==> config.mk <==
export PLATFORM = sky130hd
export DESIGN_NAME = char_lcd_host_instruction_port
export DESIGN_NICKNAME = d
export VERILOG_FILES = /design/src/logic/lcd_port_pkg.sv /design/src/logic/char_lcd_host_instruction_port.sv
export SDC_FILE = /design/constraint.sdc
export NUM_CORES = 2
export LEC_CHECK = 0
export BUFFER_PORTS_ARGS = -buffer_cell sky130_fd_sc_hd__buf_2
export CELL_PAD_IN_SITES_DETAIL_PLACEMENT = 0
export CELL_PAD_IN_SITES_GLOBAL_PLACEMENT = 1
export CORE_MARGIN = 4
export CORE_UTILIZATION = 27
export DETAILED_ROUTE_END_ITERATION = 10
export GPL_TIMING_DRIVEN = 0
export MAX_ROUTING_LAYER = met4
export PLACE_DENSITY_LB_ADDON = 0.1
export REMOVE_ABC_BUFFERS = 1
export SYNTH_ARGS = -nofsm -noshare
export SYNTH_HDL_FRONTEND = slang
export SYNTH_SLANG_ARGS = --single-unit
==> constraint.sdc <==
create_clock -name aclk -period 6.7 [get_ports aclk]
set_clock_uncertainty 0.2 [all_clocks]
set_input_delay 1.34 -clock aclk [delete_from_list [all_inputs] [get_ports aclk]]
set_output_delay 1.34 -clock aclk [all_outputs]
set_load 0.02 [all_outputs]
==> src/logic/lcd_port_pkg.sv <==
// constants and types shared by the character display host port
`default_nettype none
package lcd_port_pkg;

   // ***************************************************************
   // clock and timing
   // ***************************************************************
   localparam int          CLK_PERIOD_NS = 100;
   localparam int          EXEC_TIME_NS  = 18500;
   localparam int          EXEC_CYC_INT  =
      (EXEC_TIME_NS + CLK_PERIOD_NS - 1) / CLK_PERIOD_NS;
   localparam logic [15:0] EXEC_CYC_RST  = 16'(EXEC_CYC_INT);

   // ***************************************************************
   // register bus map
   // ***************************************************************
   localparam int          AXI_AW       = 8;
   localparam logic [7:0]  OFS_STATUS   = 8'h00;
   localparam logic [7:0]  OFS_EXEC     = 8'h04;
   localparam logic [1:0]  RESP_OKAY    = 2'h0;
   localparam logic [1:0]  RESP_SLVERR  = 2'h2;

   // status word field positions
   localparam int          ST_AC_LSB    = 0;
   localparam int          ST_BUSY      = 7;
   localparam int          ST_SEL_CG    = 8;
   localparam int          ST_DL        = 9;
   localparam int          ST_LINES     = 10;
   localparam int          ST_FONT      = 11;
   localparam int          ST_DUTY_LSB  = 12;
   localparam int          ST_MODE_LSB  = 17;
   localparam int          ST_UP        = 19;

   // ***************************************************************
   // display geometry and reset values
   // ***************************************************************
   localparam logic [6:0]  ONE_LINE_END = 7'h4F;
   localparam logic [6:0]  L1_START     = 7'h00;
   localparam logic [6:0]  L1_END       = 7'h27;
   localparam logic [6:0]  L2_START     = 7'h40;
   localparam logic [6:0]  L2_END       = 7'h67;
   localparam logic [4:0]  DUTY_1L_5X8  = 5'h08;
   localparam logic [4:0]  DUTY_1L_5X11 = 5'h0B;
   localparam logic [4:0]  DUTY_2L      = 5'h10;
   localparam logic        DL_RST       = 1'b1;
   localparam logic        LINES_RST    = 1'b0;
   localparam logic        FONT_RST     = 1'b0;
   localparam logic        UP_RST       = 1'b1;

   typedef enum logic [1:0] {
      IF_PARALLEL,
      IF_I2C,
      IF_SPI
   } host_if_t;

endpackage
`default_nettype wire

==> src/logic/char_lcd_host_instruction_port.sv <==
// host instruction and data port of a character display controller
//
// Decided for this implementation: the register offsets and the AXI4-Lite register port.
`default_nettype none

module char_lcd_host_instruction_port
   import lcd_port_pkg::*;
(
   input  wire logic                              aclk,
   input  wire logic                              aresetn,
   input  wire logic [lcd_port_pkg::AXI_AW-1:0]   awaddr,
   input  wire logic                              awvalid,
   output logic                                   awready,
   input  wire logic [31:0]                       wdata,
   input  wire logic [3:0]                        wstrb,
   input  wire logic                              wvalid,
   output logic                                   wready,
   output logic [1:0]                             bresp,
   output logic                                   bvalid,
   input  wire logic                              bready,
   input  wire logic [lcd_port_pkg::AXI_AW-1:0]   araddr,
   input  wire logic                              arvalid,
   output logic                                   arready,
   output logic [31:0]                            rdata,
   output logic [1:0]                             rresp,
   output logic                                   rvalid,
   input  wire logic                              rready,
   input  wire logic                              enable_strobe,
   input  wire logic                              register_select_line,
   input  wire logic                              read_write_line,
   input  wire logic [7:0]                        parallel_data_lines_i,
   output logic [7:0]                             parallel_data_lines_o,
   output logic [7:0]                             parallel_data_lines_oe,
   input  wire logic                              interface_strap_high,
   input  wire logic                              interface_strap_low
);
   import lcd_port_pkg::*;

   // ***************************************************************
   // state
   // ***************************************************************
   typedef struct packed {
      logic              en_prev;
      logic              phase;
      logic [3:0]        hold_nib;
      logic [7:0]        instruction_holding_reg;
      logic [7:0]        data_holding_reg;
      logic [6:0]        address_counter;
      logic              sel_cg;
      logic              bus_width_select;
      logic              lines;
      logic              font;
      logic              up;
      logic [15:0]       busy_cnt;
      logic [15:0]       exec_cycles;
      logic [7:0]        dout;
      logic [7:0]        pin_out;
      logic [7:0]        pin_oe;
      logic              strap_ok;
      host_if_t          mode;
      logic              aw_got;
      logic [AXI_AW-1:0] waddr;
      logic              w_got;
      logic [31:0]       wdat;
      logic [3:0]        wstb;
      logic              bvalid;
      logic [1:0]        bresp;
      logic              rvalid;
      logic [31:0]       rdata;
      logic [1:0]        rresp;
      logic [127:0][7:0] dd;
      logic [63:0][7:0]  cg;
   } state_t;

   state_t      state_q;
   state_t      state_d;
   logic        par_ok;
   logic        fall;
   logic        byte_done;
   logic        busy_flag;
   logic        instr_ok;
   logic        preload;
   logic [7:0]  bus_byte;
   logic [7:0]  status_byte;
   logic [7:0]  read_val;
   logic [6:0]  ac_n;
   logic [4:0]  duty;
   logic [31:0] status_word;

   // next address: wraps inside the field and skips the line gap
   function automatic logic [6:0] step_addr(input logic [6:0] a,
                                            input logic       up,
                                            input logic       cg,
                                            input logic       two);
      logic [6:0] r;
      r = a;
      if (cg) begin
         r = {1'b0, (up ? a[5:0] + 6'h01 : a[5:0] - 6'h01)};
      end else if (!two) begin
         if (up) begin
            r = (a >= ONE_LINE_END) ? L1_START : a + 7'h01;
         end else begin
            r = (a == L1_START || a > ONE_LINE_END) ? ONE_LINE_END
                                                    : a - 7'h01;
         end
      end else if (up) begin
         r = (a == L1_END) ? L2_START :
             (a >= L2_END) ? L1_START : a + 7'h01;
      end else begin
         r = (a == L2_START) ? L1_END :
             (a == L1_START) ? L2_END : a - 7'h01;
      end
      return r;
   endfunction

   // ***************************************************************
   // parallel strobe decode
   // ***************************************************************
   assign par_ok      = state_q.strap_ok && state_q.mode == IF_PARALLEL;
   assign fall        = par_ok && state_q.en_prev && !enable_strobe;
   assign byte_done   = fall && (state_q.bus_width_select || state_q.phase);
   assign bus_byte    = state_q.bus_width_select ? parallel_data_lines_i
                       : {state_q.hold_nib, parallel_data_lines_i[7:4]};
   assign busy_flag   = state_q.busy_cnt != 16'h0;
   assign status_byte = {busy_flag, state_q.address_counter};
   assign instr_ok    = byte_done && !read_write_line && !busy_flag;
   assign read_val    = register_select_line ? state_q.dout
                                             : status_byte;
   assign duty        = state_q.lines ? DUTY_2L :
                        (state_q.font ? DUTY_1L_5X11 : DUTY_1L_5X8);

   always_comb begin
      status_word = 32'h0;
      status_word[ST_AC_LSB +: 7]   = state_q.address_counter;
      status_word[ST_BUSY]          = busy_flag;
      status_word[ST_SEL_CG]        = state_q.sel_cg;
      status_word[ST_DL]            = state_q.bus_width_select;
      status_word[ST_LINES]         = state_q.lines;
      status_word[ST_FONT]          = state_q.font;
      status_word[ST_DUTY_LSB +: 5] = duty;
      status_word[ST_MODE_LSB +: 2] = state_q.mode;
      status_word[ST_UP]            = state_q.up;
   end

   // ***************************************************************
   // next state
   // ***************************************************************
   always_comb begin
      state_d         = state_q;
      preload         = 1'b0;
      ac_n            = state_q.address_counter;
      state_d.en_prev = enable_strobe;
      if (!state_q.strap_ok) begin
         state_d.strap_ok = 1'b1;
         state_d.mode = interface_strap_high ? IF_SPI :
                        interface_strap_low  ? IF_I2C : IF_PARALLEL;
      end
      if (state_q.mode != IF_PARALLEL) begin
         state_d.bus_width_select = 1'b1;
      end
      if (busy_flag) begin
         state_d.busy_cnt = state_q.busy_cnt - 16'h1;
      end
      // nibble phase counts reads and writes alike
      if (fall && !state_q.bus_width_select) begin
         state_d.phase = !state_q.phase;
         if (!state_q.phase) begin
            state_d.hold_nib = parallel_data_lines_i[7:4];
         end
      end
      // writes offered while busy are dropped, host must poll first
      if (instr_ok) begin
         state_d.busy_cnt = (state_q.exec_cycles == 16'h0) ? 16'h1
                            : state_q.exec_cycles;
         if (!register_select_line) begin
            state_d.instruction_holding_reg = bus_byte;
            if (bus_byte[7]) begin
               ac_n           = bus_byte[6:0];
               state_d.sel_cg = 1'b0;
               preload        = 1'b1;
            end else if (bus_byte[6]) begin
               ac_n           = {1'b0, bus_byte[5:0]};
               state_d.sel_cg = 1'b1;
               preload        = 1'b1;
            end else if (bus_byte[5]) begin
               // low two bits carry nothing
               if (state_q.mode == IF_PARALLEL) begin
                  state_d.bus_width_select = bus_byte[4];
               end
               state_d.lines = bus_byte[3];
               state_d.font  = bus_byte[2];
            end else if (bus_byte[4]) begin
               if (!bus_byte[3]) begin
                  ac_n    = step_addr(state_q.address_counter, bus_byte[2],
                                      state_q.sel_cg, state_q.lines);
                  preload = !state_q.sel_cg;
               end
            end else if (bus_byte[3:2] == 2'b01) begin
               state_d.up = bus_byte[1];
            end
         end else begin
            state_d.data_holding_reg = bus_byte;
            if (state_q.sel_cg) begin
               state_d.cg[state_q.address_counter[5:0]] = bus_byte;
            end else begin
               state_d.dd[state_q.address_counter] = bus_byte;
            end
            // no preload here: a following read sees old data
            ac_n = step_addr(state_q.address_counter, state_q.up,
                             state_q.sel_cg, state_q.lines);
         end
      end
      if (byte_done && read_write_line && register_select_line) begin
         ac_n    = step_addr(state_q.address_counter, state_q.up,
                             state_q.sel_cg, state_q.lines);
         preload = 1'b1;
      end
      state_d.address_counter = ac_n;
      if (preload) begin
         state_d.dout = state_d.sel_cg ? state_q.cg[ac_n[5:0]]
                                       : state_q.dd[ac_n];
      end
      // read drivers: serial modes never turn the bus round
      state_d.pin_oe = 8'h00;
      if (par_ok && enable_strobe && read_write_line) begin
         if (state_q.bus_width_select) begin
            state_d.pin_out = read_val;
            state_d.pin_oe  = 8'hFF;
         end else begin
            state_d.pin_out = {(state_q.phase ? read_val[3:0]
                                              : read_val[7:4]), 4'h0};
            state_d.pin_oe  = 8'hF0;
         end
      end
      // register bus, write side
      if (awvalid && awready) begin
         state_d.aw_got = 1'b1;
         state_d.waddr  = awaddr;
      end
      if (wvalid && wready) begin
         state_d.w_got = 1'b1;
         state_d.wdat  = wdata;
         state_d.wstb  = wstrb;
      end
      if (state_q.aw_got && state_q.w_got && !state_q.bvalid) begin
         state_d.aw_got = 1'b0;
         state_d.w_got  = 1'b0;
         state_d.bvalid = 1'b1;
         state_d.bresp  = RESP_OKAY;
         if (state_q.waddr == OFS_EXEC) begin
            for (int i = 0; i < 2; i++) begin
               if (state_q.wstb[i]) begin
                  state_d.exec_cycles[8*i +: 8] = state_q.wdat[8*i +: 8];
               end
            end
         end else if (state_q.waddr != OFS_STATUS) begin
            state_d.bresp = RESP_SLVERR;
         end
      end
      if (state_q.bvalid && bready) begin
         state_d.bvalid = 1'b0;
      end
      // register bus, read side
      if (arvalid && arready) begin
         state_d.rvalid = 1'b1;
         state_d.rresp  = RESP_OKAY;
         state_d.rdata  = 32'h0;
         if (araddr == OFS_STATUS) begin
            state_d.rdata = status_word;
         end else if (araddr == OFS_EXEC) begin
            state_d.rdata = {16'h0, state_q.exec_cycles};
         end else begin
            state_d.rresp = RESP_SLVERR;
         end
      end else if (state_q.rvalid && rready) begin
         state_d.rvalid = 1'b0;
      end
   end

   // ***************************************************************
   // registers
   // ***************************************************************
   always_ff @(posedge aclk) begin
      if (!aresetn) begin
         state_q                  <= '0;
         state_q.bus_width_select <= DL_RST;
         state_q.lines            <= LINES_RST;
         state_q.font             <= FONT_RST;
         state_q.up               <= UP_RST;
         state_q.exec_cycles      <= EXEC_CYC_RST;
         state_q.mode             <= IF_PARALLEL;
      end else begin
         state_q <= state_d;
      end
   end

   assign awready = !state_q.aw_got && !state_q.bvalid;
   assign wready  = !state_q.w_got && !state_q.bvalid;
   assign bvalid  = state_q.bvalid;
   assign bresp   = state_q.bresp;
   assign arready = !state_q.rvalid;
   assign rvalid  = state_q.rvalid;
   assign rdata   = state_q.rdata;
   assign rresp   = state_q.rresp;
   assign parallel_data_lines_o  = state_q.pin_out;
   assign parallel_data_lines_oe = state_q.pin_oe;

   // ***************************************************************
   // checks
   // ***************************************************************
   duty_select_a: assert property (
      @(posedge aclk) disable iff (!aresetn)
      duty == (state_q.lines ? DUTY_2L
               : (state_q.font ? DUTY_1L_5X11 : DUTY_1L_5X8)) &&
      status_word[ST_DUTY_LSB +: 5] == duty)
      else $error("duty code does not follow line and font bits");

   glyph_addr_set_a: assert property (
      @(posedge aclk) disable iff (!aresetn)
      instr_ok && !register_select_line && bus_byte[7:6] == 2'b01
      |=> state_q.sel_cg &&
          state_q.address_counter == {1'b0, $past(bus_byte[5:0])})
      else $error("glyph address set not taken");

   disp_addr_set_a: assert property (
      @(posedge aclk) disable iff (!aresetn)
      instr_ok && !register_select_line && bus_byte[7]
      |=> !state_q.sel_cg &&
          state_q.address_counter == $past(bus_byte[6:0]))
      else $error("display address set not taken");

   one_line_wrap_a: assert property (
      @(posedge aclk) disable iff (!aresetn)
      instr_ok && register_select_line && !state_q.sel_cg &&
      !state_q.lines && state_q.up &&
      state_q.address_counter == ONE_LINE_END
      |=> state_q.address_counter == L1_START)
      else $error("one-line address did not wrap");

   line_gap_a: assert property (
      @(posedge aclk) disable iff (!aresetn)
      instr_ok && register_select_line && !state_q.sel_cg &&
      state_q.lines && state_q.up && state_q.address_counter == L1_END
      |=> state_q.address_counter == L2_START)
      else $error("two-line address did not jump to second line");

   status_read_a: assert property (
      @(posedge aclk) disable iff (!aresetn)
      par_ok && enable_strobe && read_write_line &&
      !register_select_line && state_q.bus_width_select
      |=> parallel_data_lines_o == $past(status_byte) &&
          parallel_data_lines_oe == 8'hFF)
      else $error("status read returned wrong byte");

   serial_quiet_a: assert property (
      @(posedge aclk) disable iff (!aresetn)
      state_q.strap_ok && state_q.mode != IF_PARALLEL
      |=> parallel_data_lines_oe == 8'h00 && state_q.bus_width_select)
      else $error("serial mode drove the parallel bus");

   busy_after_byte_a: assert property (
      @(posedge aclk) disable iff (!aresetn)
      instr_ok |=> busy_flag ##1 busy_flag)
      else $error("busy did not rise after a complete byte");

   first_nibble_a: assert property (
      @(posedge aclk) disable iff (!aresetn)
      fall && !state_q.bus_width_select && !state_q.phase && !busy_flag
      |=> !busy_flag && state_q.phase)
      else $error("first nibble started execution");

   ram_store_a: assert property (
      @(posedge aclk) disable iff (!aresetn)
      instr_ok && register_select_line && !state_q.sel_cg
      |=> state_q.dd[$past(state_q.address_counter)] == $past(bus_byte))
      else $error("display RAM write lost");

endmodule
`default_nettype wire

# Word level (Yosys, flattened, before mapping)
# Index checks and enable logic that the tools add are counted.
# W data, S select, Z words.
[totals] ff_bits=1679 input_bits=72 out_inout_bits=57 word_cells=372
[op_classes] addsub=5 order_cmp=9 eq_ne=5 n_mux=73 bitwise=8 reduce_logical=53
[op_table] op="$bwmux W1024" count=1
[op_table] op="$bwmux W512" count=1
[op_table] op="$mux W7" count=22
[op_table] op="$mux W16" count=4
[op_table] op="$bmux W8 S7" count=1
[op_table] op="$demux W8 S7" count=1
[op_table] op="$mux W8" count=7
[op_table] op="$bmux W8 S6" count=1
[op_table] op="$demux W8 S6" count=1
[op_table] op="$logic_and A1 B1 Y1" count=22
[op_table] op="$mux W21" count=1
[op_table] op="$mux W20" count=1
[op_table] op="$mux W1" count=18
[op_table] op="$eq A8 B3 Y1 const B" count=2
[op_table] op="$logic_not A16 Y1" count=1
[op_table] op="$lt A7 B8 Y1 const B" count=2
[op_table] op="$reduce_bool A16 Y1" count=1
[op_table] op="$sub A16 B1 Y16 const B" count=1
[op_table] op="$ge A7 B7 Y1 const B" count=2
[op_table] op="$lt A6 B7 Y1 const B" count=2
[op_table] op="$mux W2" count=6
[op_table] op="$mux W4" count=3
[op_table] op="$mux W6" count=2
[op_table] op="$reduce_and A3 Y1" count=4
[op_table] op="24 further kinds" count=46

# Longest topological paths before layout
[logic_depth] ltp_word=17 ltp_mapped=20 depth_no_buf=13

# Worst setup path after synthesis
# No wires, ideal clock.
[synth_path] kind="input port to flip-flop" start="input enable_strobe" end="register state_q[1645] in the netlist's numbering" setup_time_ps=138 t_arrival_ps=4499 required_ps=6362 path_slack_ps=1863 path_stages=16 path_buffers=5 path_cell_list="nand2b_1 > or4_1 > buf_2 > o311ai_4 > nand2_2 > or4_1 > buf_2 > buf_4 > buf_2 > buf_2 > nand2_1 > a22oi_1 > nand4_1 > nand4_1 > o41ai_1 > o311ai_1"
[synth_between] elab_chain_cells=10 elab_cells_between_ends=17 classes_between="10 x mux; 7 x reduce/logical"
[synth_rtl] element="start, declared" line="char_lcd_host_instruction_port.sv:28" text="input wire logic enable_strobe,"
[synth_rtl] element="$logic_not A1 Y1 (*)" line="char_lcd_host_instruction_port.sv:120" text="assign fall = par_ok && state_q.en_prev && !enable_strobe;"
[synth_rtl] element="$logic_and A1 B1 Y1 (*)" line="char_lcd_host_instruction_port.sv:120"
[synth_rtl] element="$logic_and A1 B1 Y1 (*)" line="char_lcd_host_instruction_port.sv:121" text="assign byte_done = fall && (state_q.bus_width_select || state_q.phase);"
[synth_rtl] element="$logic_and A1 B1 Y1 (2 in series)" line="char_lcd_host_instruction_port.sv:126" text="assign instr_ok = byte_done && !read_write_line && !busy_flag;"
[synth_rtl] element="$mux W7" line="char_lcd_host_instruction_port.sv:172" text="if (instr_ok) begin"
[synth_rtl] element="$mux W7" line="char_lcd_host_instruction_port.sv:213" text="if (byte_done && read_write_line && register_select_line) begin"
[synth_rtl] element="$bmux W8 S7 or $bmux W8 S6 (tied branches)" line="char_lcd_host_instruction_port.sv:221, char_lcd_host_instruction_port.sv:220"
[synth_rtl] element="$mux W8, on equally long branches" line="char_lcd_host_instruction_port.sv:221, char_lcd_host_instruction_port.sv:220"
[synth_rtl] element="$mux W8" line="char_lcd_host_instruction_port.sv:220" text="state_d.dout = state_d.sel_cg ? state_q.cg[ac_n[5:0]]"
[synth_rtl] element="end signal, assigned" line="char_lcd_host_instruction_port.sv:293" text="state_q <= state_d;"
[synth_rtl] element="end, declared" line="char_lcd_host_instruction_port.sv:75" text="state_t state_q;"
# Every way passes the cells marked *; elsewhere a longest branch is shown, timed or not. The select of a mux whose other input is x is not followed.
# A chain may end at the register's enable or synchronous reset.

# Final worst setup path
[layout_path] start="register state_q[1684] in the netlist's numbering" end="register state_q[1645] in the netlist's numbering"
[layout_between] elab_chain_cells=17 elab_cells_between_ends=40 classes_between="4 x add/sub; 3 x order compare; 2 x eq/ne; 29 x mux; 2 x reduce/logical"
[layout_rtl] element="$sub A7 B1 Y7, or another cell as far along" line="char_lcd_host_instruction_port.sv:104, char_lcd_host_instruction_port.sv:111"
[layout_rtl] element="$mux W7, or another cell as far along" line="char_lcd_host_instruction_port.sv:111" text="(a == L1_START) ? L2_END : a - 7'h01;"
[layout_rtl] element="$mux W7, on equally long branches" line="char_lcd_host_instruction_port.sv:110, char_lcd_host_instruction_port.sv:103, char_lcd_host_instruction_port.sv:107"
[layout_rtl] element="$mux W7, on equally long branches" line="char_lcd_host_instruction_port.sv:106, char_lcd_host_instruction_port.sv:100"
[layout_rtl] element="$mux W7" line="char_lcd_host_instruction_port.sv:99" text="end else if (!two) begin"
[layout_rtl] element="$mux W7" line="char_lcd_host_instruction_port.sv:97" text="if (cg) begin"
[layout_rtl] element="$mux W7" line="char_lcd_host_instruction_port.sv:193" text="if (!bus_byte[3]) begin"
[layout_rtl] element="$mux W7" line="char_lcd_host_instruction_port.sv:192" text="end else if (bus_byte[4]) begin"
[layout_rtl] element="$mux W7" line="char_lcd_host_instruction_port.sv:185" text="end else if (bus_byte[5]) begin"
[layout_rtl] element="$mux W7" line="char_lcd_host_instruction_port.sv:181" text="end else if (bus_byte[6]) begin"
[layout_rtl] element="$mux W7" line="char_lcd_host_instruction_port.sv:177" text="if (bus_byte[7]) begin"
[layout_rtl] element="$mux W7" line="char_lcd_host_instruction_port.sv:175" text="if (!register_select_line) begin"
[layout_rtl] element="$mux W7" line="char_lcd_host_instruction_port.sv:172"
[layout_rtl] element="$mux W7 (*)" line="char_lcd_host_instruction_port.sv:213"
[layout_rtl] element="$bmux W8 S7 or $bmux W8 S6 (tied branches)" line="char_lcd_host_instruction_port.sv:221, char_lcd_host_instruction_port.sv:220"
[layout_rtl] element="$mux W8, on equally long branches" line="char_lcd_host_instruction_port.sv:221, char_lcd_host_instruction_port.sv:220"
[layout_rtl] element="$mux W8 (*)" line="char_lcd_host_instruction_port.sv:220"
# Marked as above.

==> flow_metrics.py <==
metrics = {
    "outcome": {
        "status": "finished clean",
    },
    "clock_tree": {
        "clkLatencyLatePin_ps": 870,
        "root_buffer": "clkbuf_16",
        "cts_made_buffers": 207,
        "clkTransAtPathRegs_ps": 60,
        "clockBufferDepth": 4,
        "clock-sinks": 1659,
        "cts_max_level": 4,
        "cts_tree": "yes",
    },
    "logic_synthesis": {
        "avgSynthCellArea_um2": 7.19,
        "yosysMostFrequentCell": "nor2_1",
        "yosysWarningCount": 0,
        "synth_largest_area_cell": "dfxtp_1",
        "ys.flop_type": "dfxtp_1",
        "synthArstFlopShare_pct": 0,
        "yosysUniqueCellTypes": 88,
        "synth_cells": 10400,
        "synth_top_cell_area_share_pct": 44.3,
        "synth-edff-count": 0,
        "syn_area_um2": 75100,
        "synth_commonest_cells": "nor2_1 (3,165), a21oi_1 (1,695), dfxtp_1 (1,659)",
        "synthTopCellsByArea": "dfxtp_1 (44%), nor2_1 (16%), a21oi_1 (11%), nand2_1 (6.2%), mux2i_1 (4.5%)",
        "seq_area_frac_synth_pct": 44.3,
        "ys_seq_elements": 1659,
    },
    "place": {
        "post-place-cells": 13600,
        "place.gp.congestion": 0.802,
        "hpwl_um": 223000,
        "portBuffers": 96,
        "placed_area_um2": 82100,
    },
    "floorplan": {
        "die_h_um": 535,
        "die_x_um": 535,
        "start_util_pct": 27.1,
        "dieArea_um2": 286000,
        "rows": 193,
        "io_pins": 129,
        "core-area_um2": 276000,
    },
    "routing": {
        "drcViolationCount": 0,
        "wl_um": 330000,
        "via_count": 71700,
        "wl_per_cell_um": 23.6,
        "vias_per_cell": 5.13,
        "drtAntennaViolNets": 0,
        "drtPass1Iterations": 8,
        "drtIter0Drc": 6361,
    },
    "timing": {
        "tightest_slew_ps": 1310,
        "fmax_mhz": 152,
        "drv_slew": 0,
        "fin_setup_tns_ps": 0,
        "relSlewSlack_pct": 10.6,
        "finalCritPeriodShare_pct": 98.0,
        "min_period_ps": 6570,
        "final-hold-violation-count": 0,
        "setup_viol": 0,
    },
    "worst_setup_path": {
        "cp_max_fo": 14,
        "cp_slowest_stage_delay_ps": 850,
        "cp_cell_sequence": "clkinv_4 > ha_1 > nor3b_4 > a41oi_2 > o221ai_4 > o311a_4 > nor4_4 > buf_6 > buf_6 > buf_6 > buf_8 > buf_8 > buf_8 > buf_6 > buf_6 > mux2i_1 > a32oi_1 > a311o_1 > and4_1 > o31ai_1 > o311ai_1",
        "crit_family": "compound AO/OA/AOI/OAI gates",
        "startpoint_type": "flop",
        "critPathSlowestCell": "o31ai_1",
        "cp_common_cell": "buf_6",
        "arrival_ps": 7060,
        "crit_buf_inv": 9,
        "cp-end-kind": "flop",
        "worstPathRequired_ps": 7190,
        "critPathKind": "reg2reg",
    },
    "grt": {
        "grt_max_degree": 148,
        "grtUsageTotal_pct": 22.9,
        "overflow": 0,
        "grt_pass1_vias": 66300,
        "antenna_found_initial": 13,
        "grt_pass1_wl_um": 480000,
    },
    "finish": {
        "area.growth.synth_to_final_pct": 19.0,
        "multi_input_area_um2": 38700,
        "fin_nets": 10200,
        "fillers": 29200,
        "final_area_um2": 89300,
        "finalNonFillerCells": 14000,
        "ff_latch_area_um2": 33200,
        "drive_above_1_share_pct": 8.44,
    },
    "job": {
        "maxCapViolations": 0,
    },
    "hold_path": {
        "hold_class": "reg2reg",
    },
    "power_and_ir_drop": {
        "ir_drop_v": 0.000181,
        "power_density_nw_per_um2": 254,
        "power_leakage_uw": 0.0348,
    },
}
## final cells by class
cell class | instances | share of cell area [%]
well taps | 3705 | 5.19
multi-input cells | 7828 | 43.3
diodes | 5 | 0.0140
clock inverters | 37 | 0.415
inverters | 25 | 0.129
clock buffers | 319 | 6.95
flip-flops and latches | 1659 | 37.2
repair buffers | 404 | 6.79
## path summary, 6_finish.rpt
path,start,to,slack (ps),depth (start not counted)
setup / recovery,state_q[1684],state_q[1645],130,21
hold / removal,rdata[6],rdata[6],250,2
setup reg to reg,state_q[1684],state_q[1645],130,21
hold reg to reg,rdata[6],rdata[6],250,2
## logic make-up (layout without fill, tap and decap cells)
family,Yosys count,count (layout),share of synthesized area [%]
flops,1659,1659,44.3
xor+xnor,17,17,0.198
compound gates,2305,2307,17.8
other cells,1,19,0.00500
mux,349,349,4.67
fa+ha+maj,3,3,0.0500
buf+inv,974,785,5.51
simple gates,5136,5138,27.5
## report_power, final
part	internal [uW]	switching (uW)	total, uW	leakage [uW]
sequential	9910	56.8	9970	0.0134
combinational	469	1150	1620	0.0181
clock	6570	4560	11100	0.00325
## what timing repair did
item | in CTS | in global routing
setup buffers | 14 | 5
pin swaps | 9 | 4
hold buffers | 0 | 0
gates cloned | 4 | 0
endpoints found under the setup margin | 8 | 8
gates resized for setup | 68 | 16
## layout by cell type (no fill, tap or decap), drive strengths merged, types with 55 or more instances in the layout
cell / n
nor3: 60
a32oi: 77
nand4: 105
nand2: 1248
dfxtp: 1659
nor2: 3165
o21ai: 66
a22oi: 55
a21oi: 1695
clkbuf: 320
nand3: 395
a211oi: 68
buf: 403
mux2i: 338
## routing by layer
layer	routed length (um)	part of all wire, %	track usage, %
met1	156000	47	31.5
met2	149000	45	35.8
met3	15500	4.7	2.34
met4	9880	3.0	6.15
met5	0	0	-
## registers in the layout (all words and copies together) (netlist names)
signal	cells
parallel_data_lines_o	8
bresp	1
rvalid	1
rdata	20
state_q	1625
parallel_data_lines_oe	2
rresp	1
bvalid	1
## metrics by stage
stage          total power, uW  utilization (%)  hold WS, ps  worst slack, ps
2_1_floorplan            11000                -          232           -25300
3_3_place_gp             11700             27.6          240           -63530
3_5_place_dp             11800             29.7          243            -2550
4_1_cts                  23000             32.2          249             7.87
5_1_grt                  23500             32.3          266            -22.3
6_report                 22700             32.3          249              133
## worst reg2reg max path, cell delays in order (launching register included)
cell and delay [ps]:
dfxtp_4 540, clkinv_4 230, ha_1 300, nor3b_4 200, a41oi_2 280, o221ai_4 250, o311a_4 450, nor4_4 370
buf_6 240, buf_6 200, buf_6 180, buf_8 180, buf_8 170, buf_8 160, buf_6 170, buf_6 200
mux2i_1 250, a32oi_1 110, a311o_1 410, and4_1 250, o31ai_1 850, o311ai_1 220
Power figures use the tool's default switching activity.
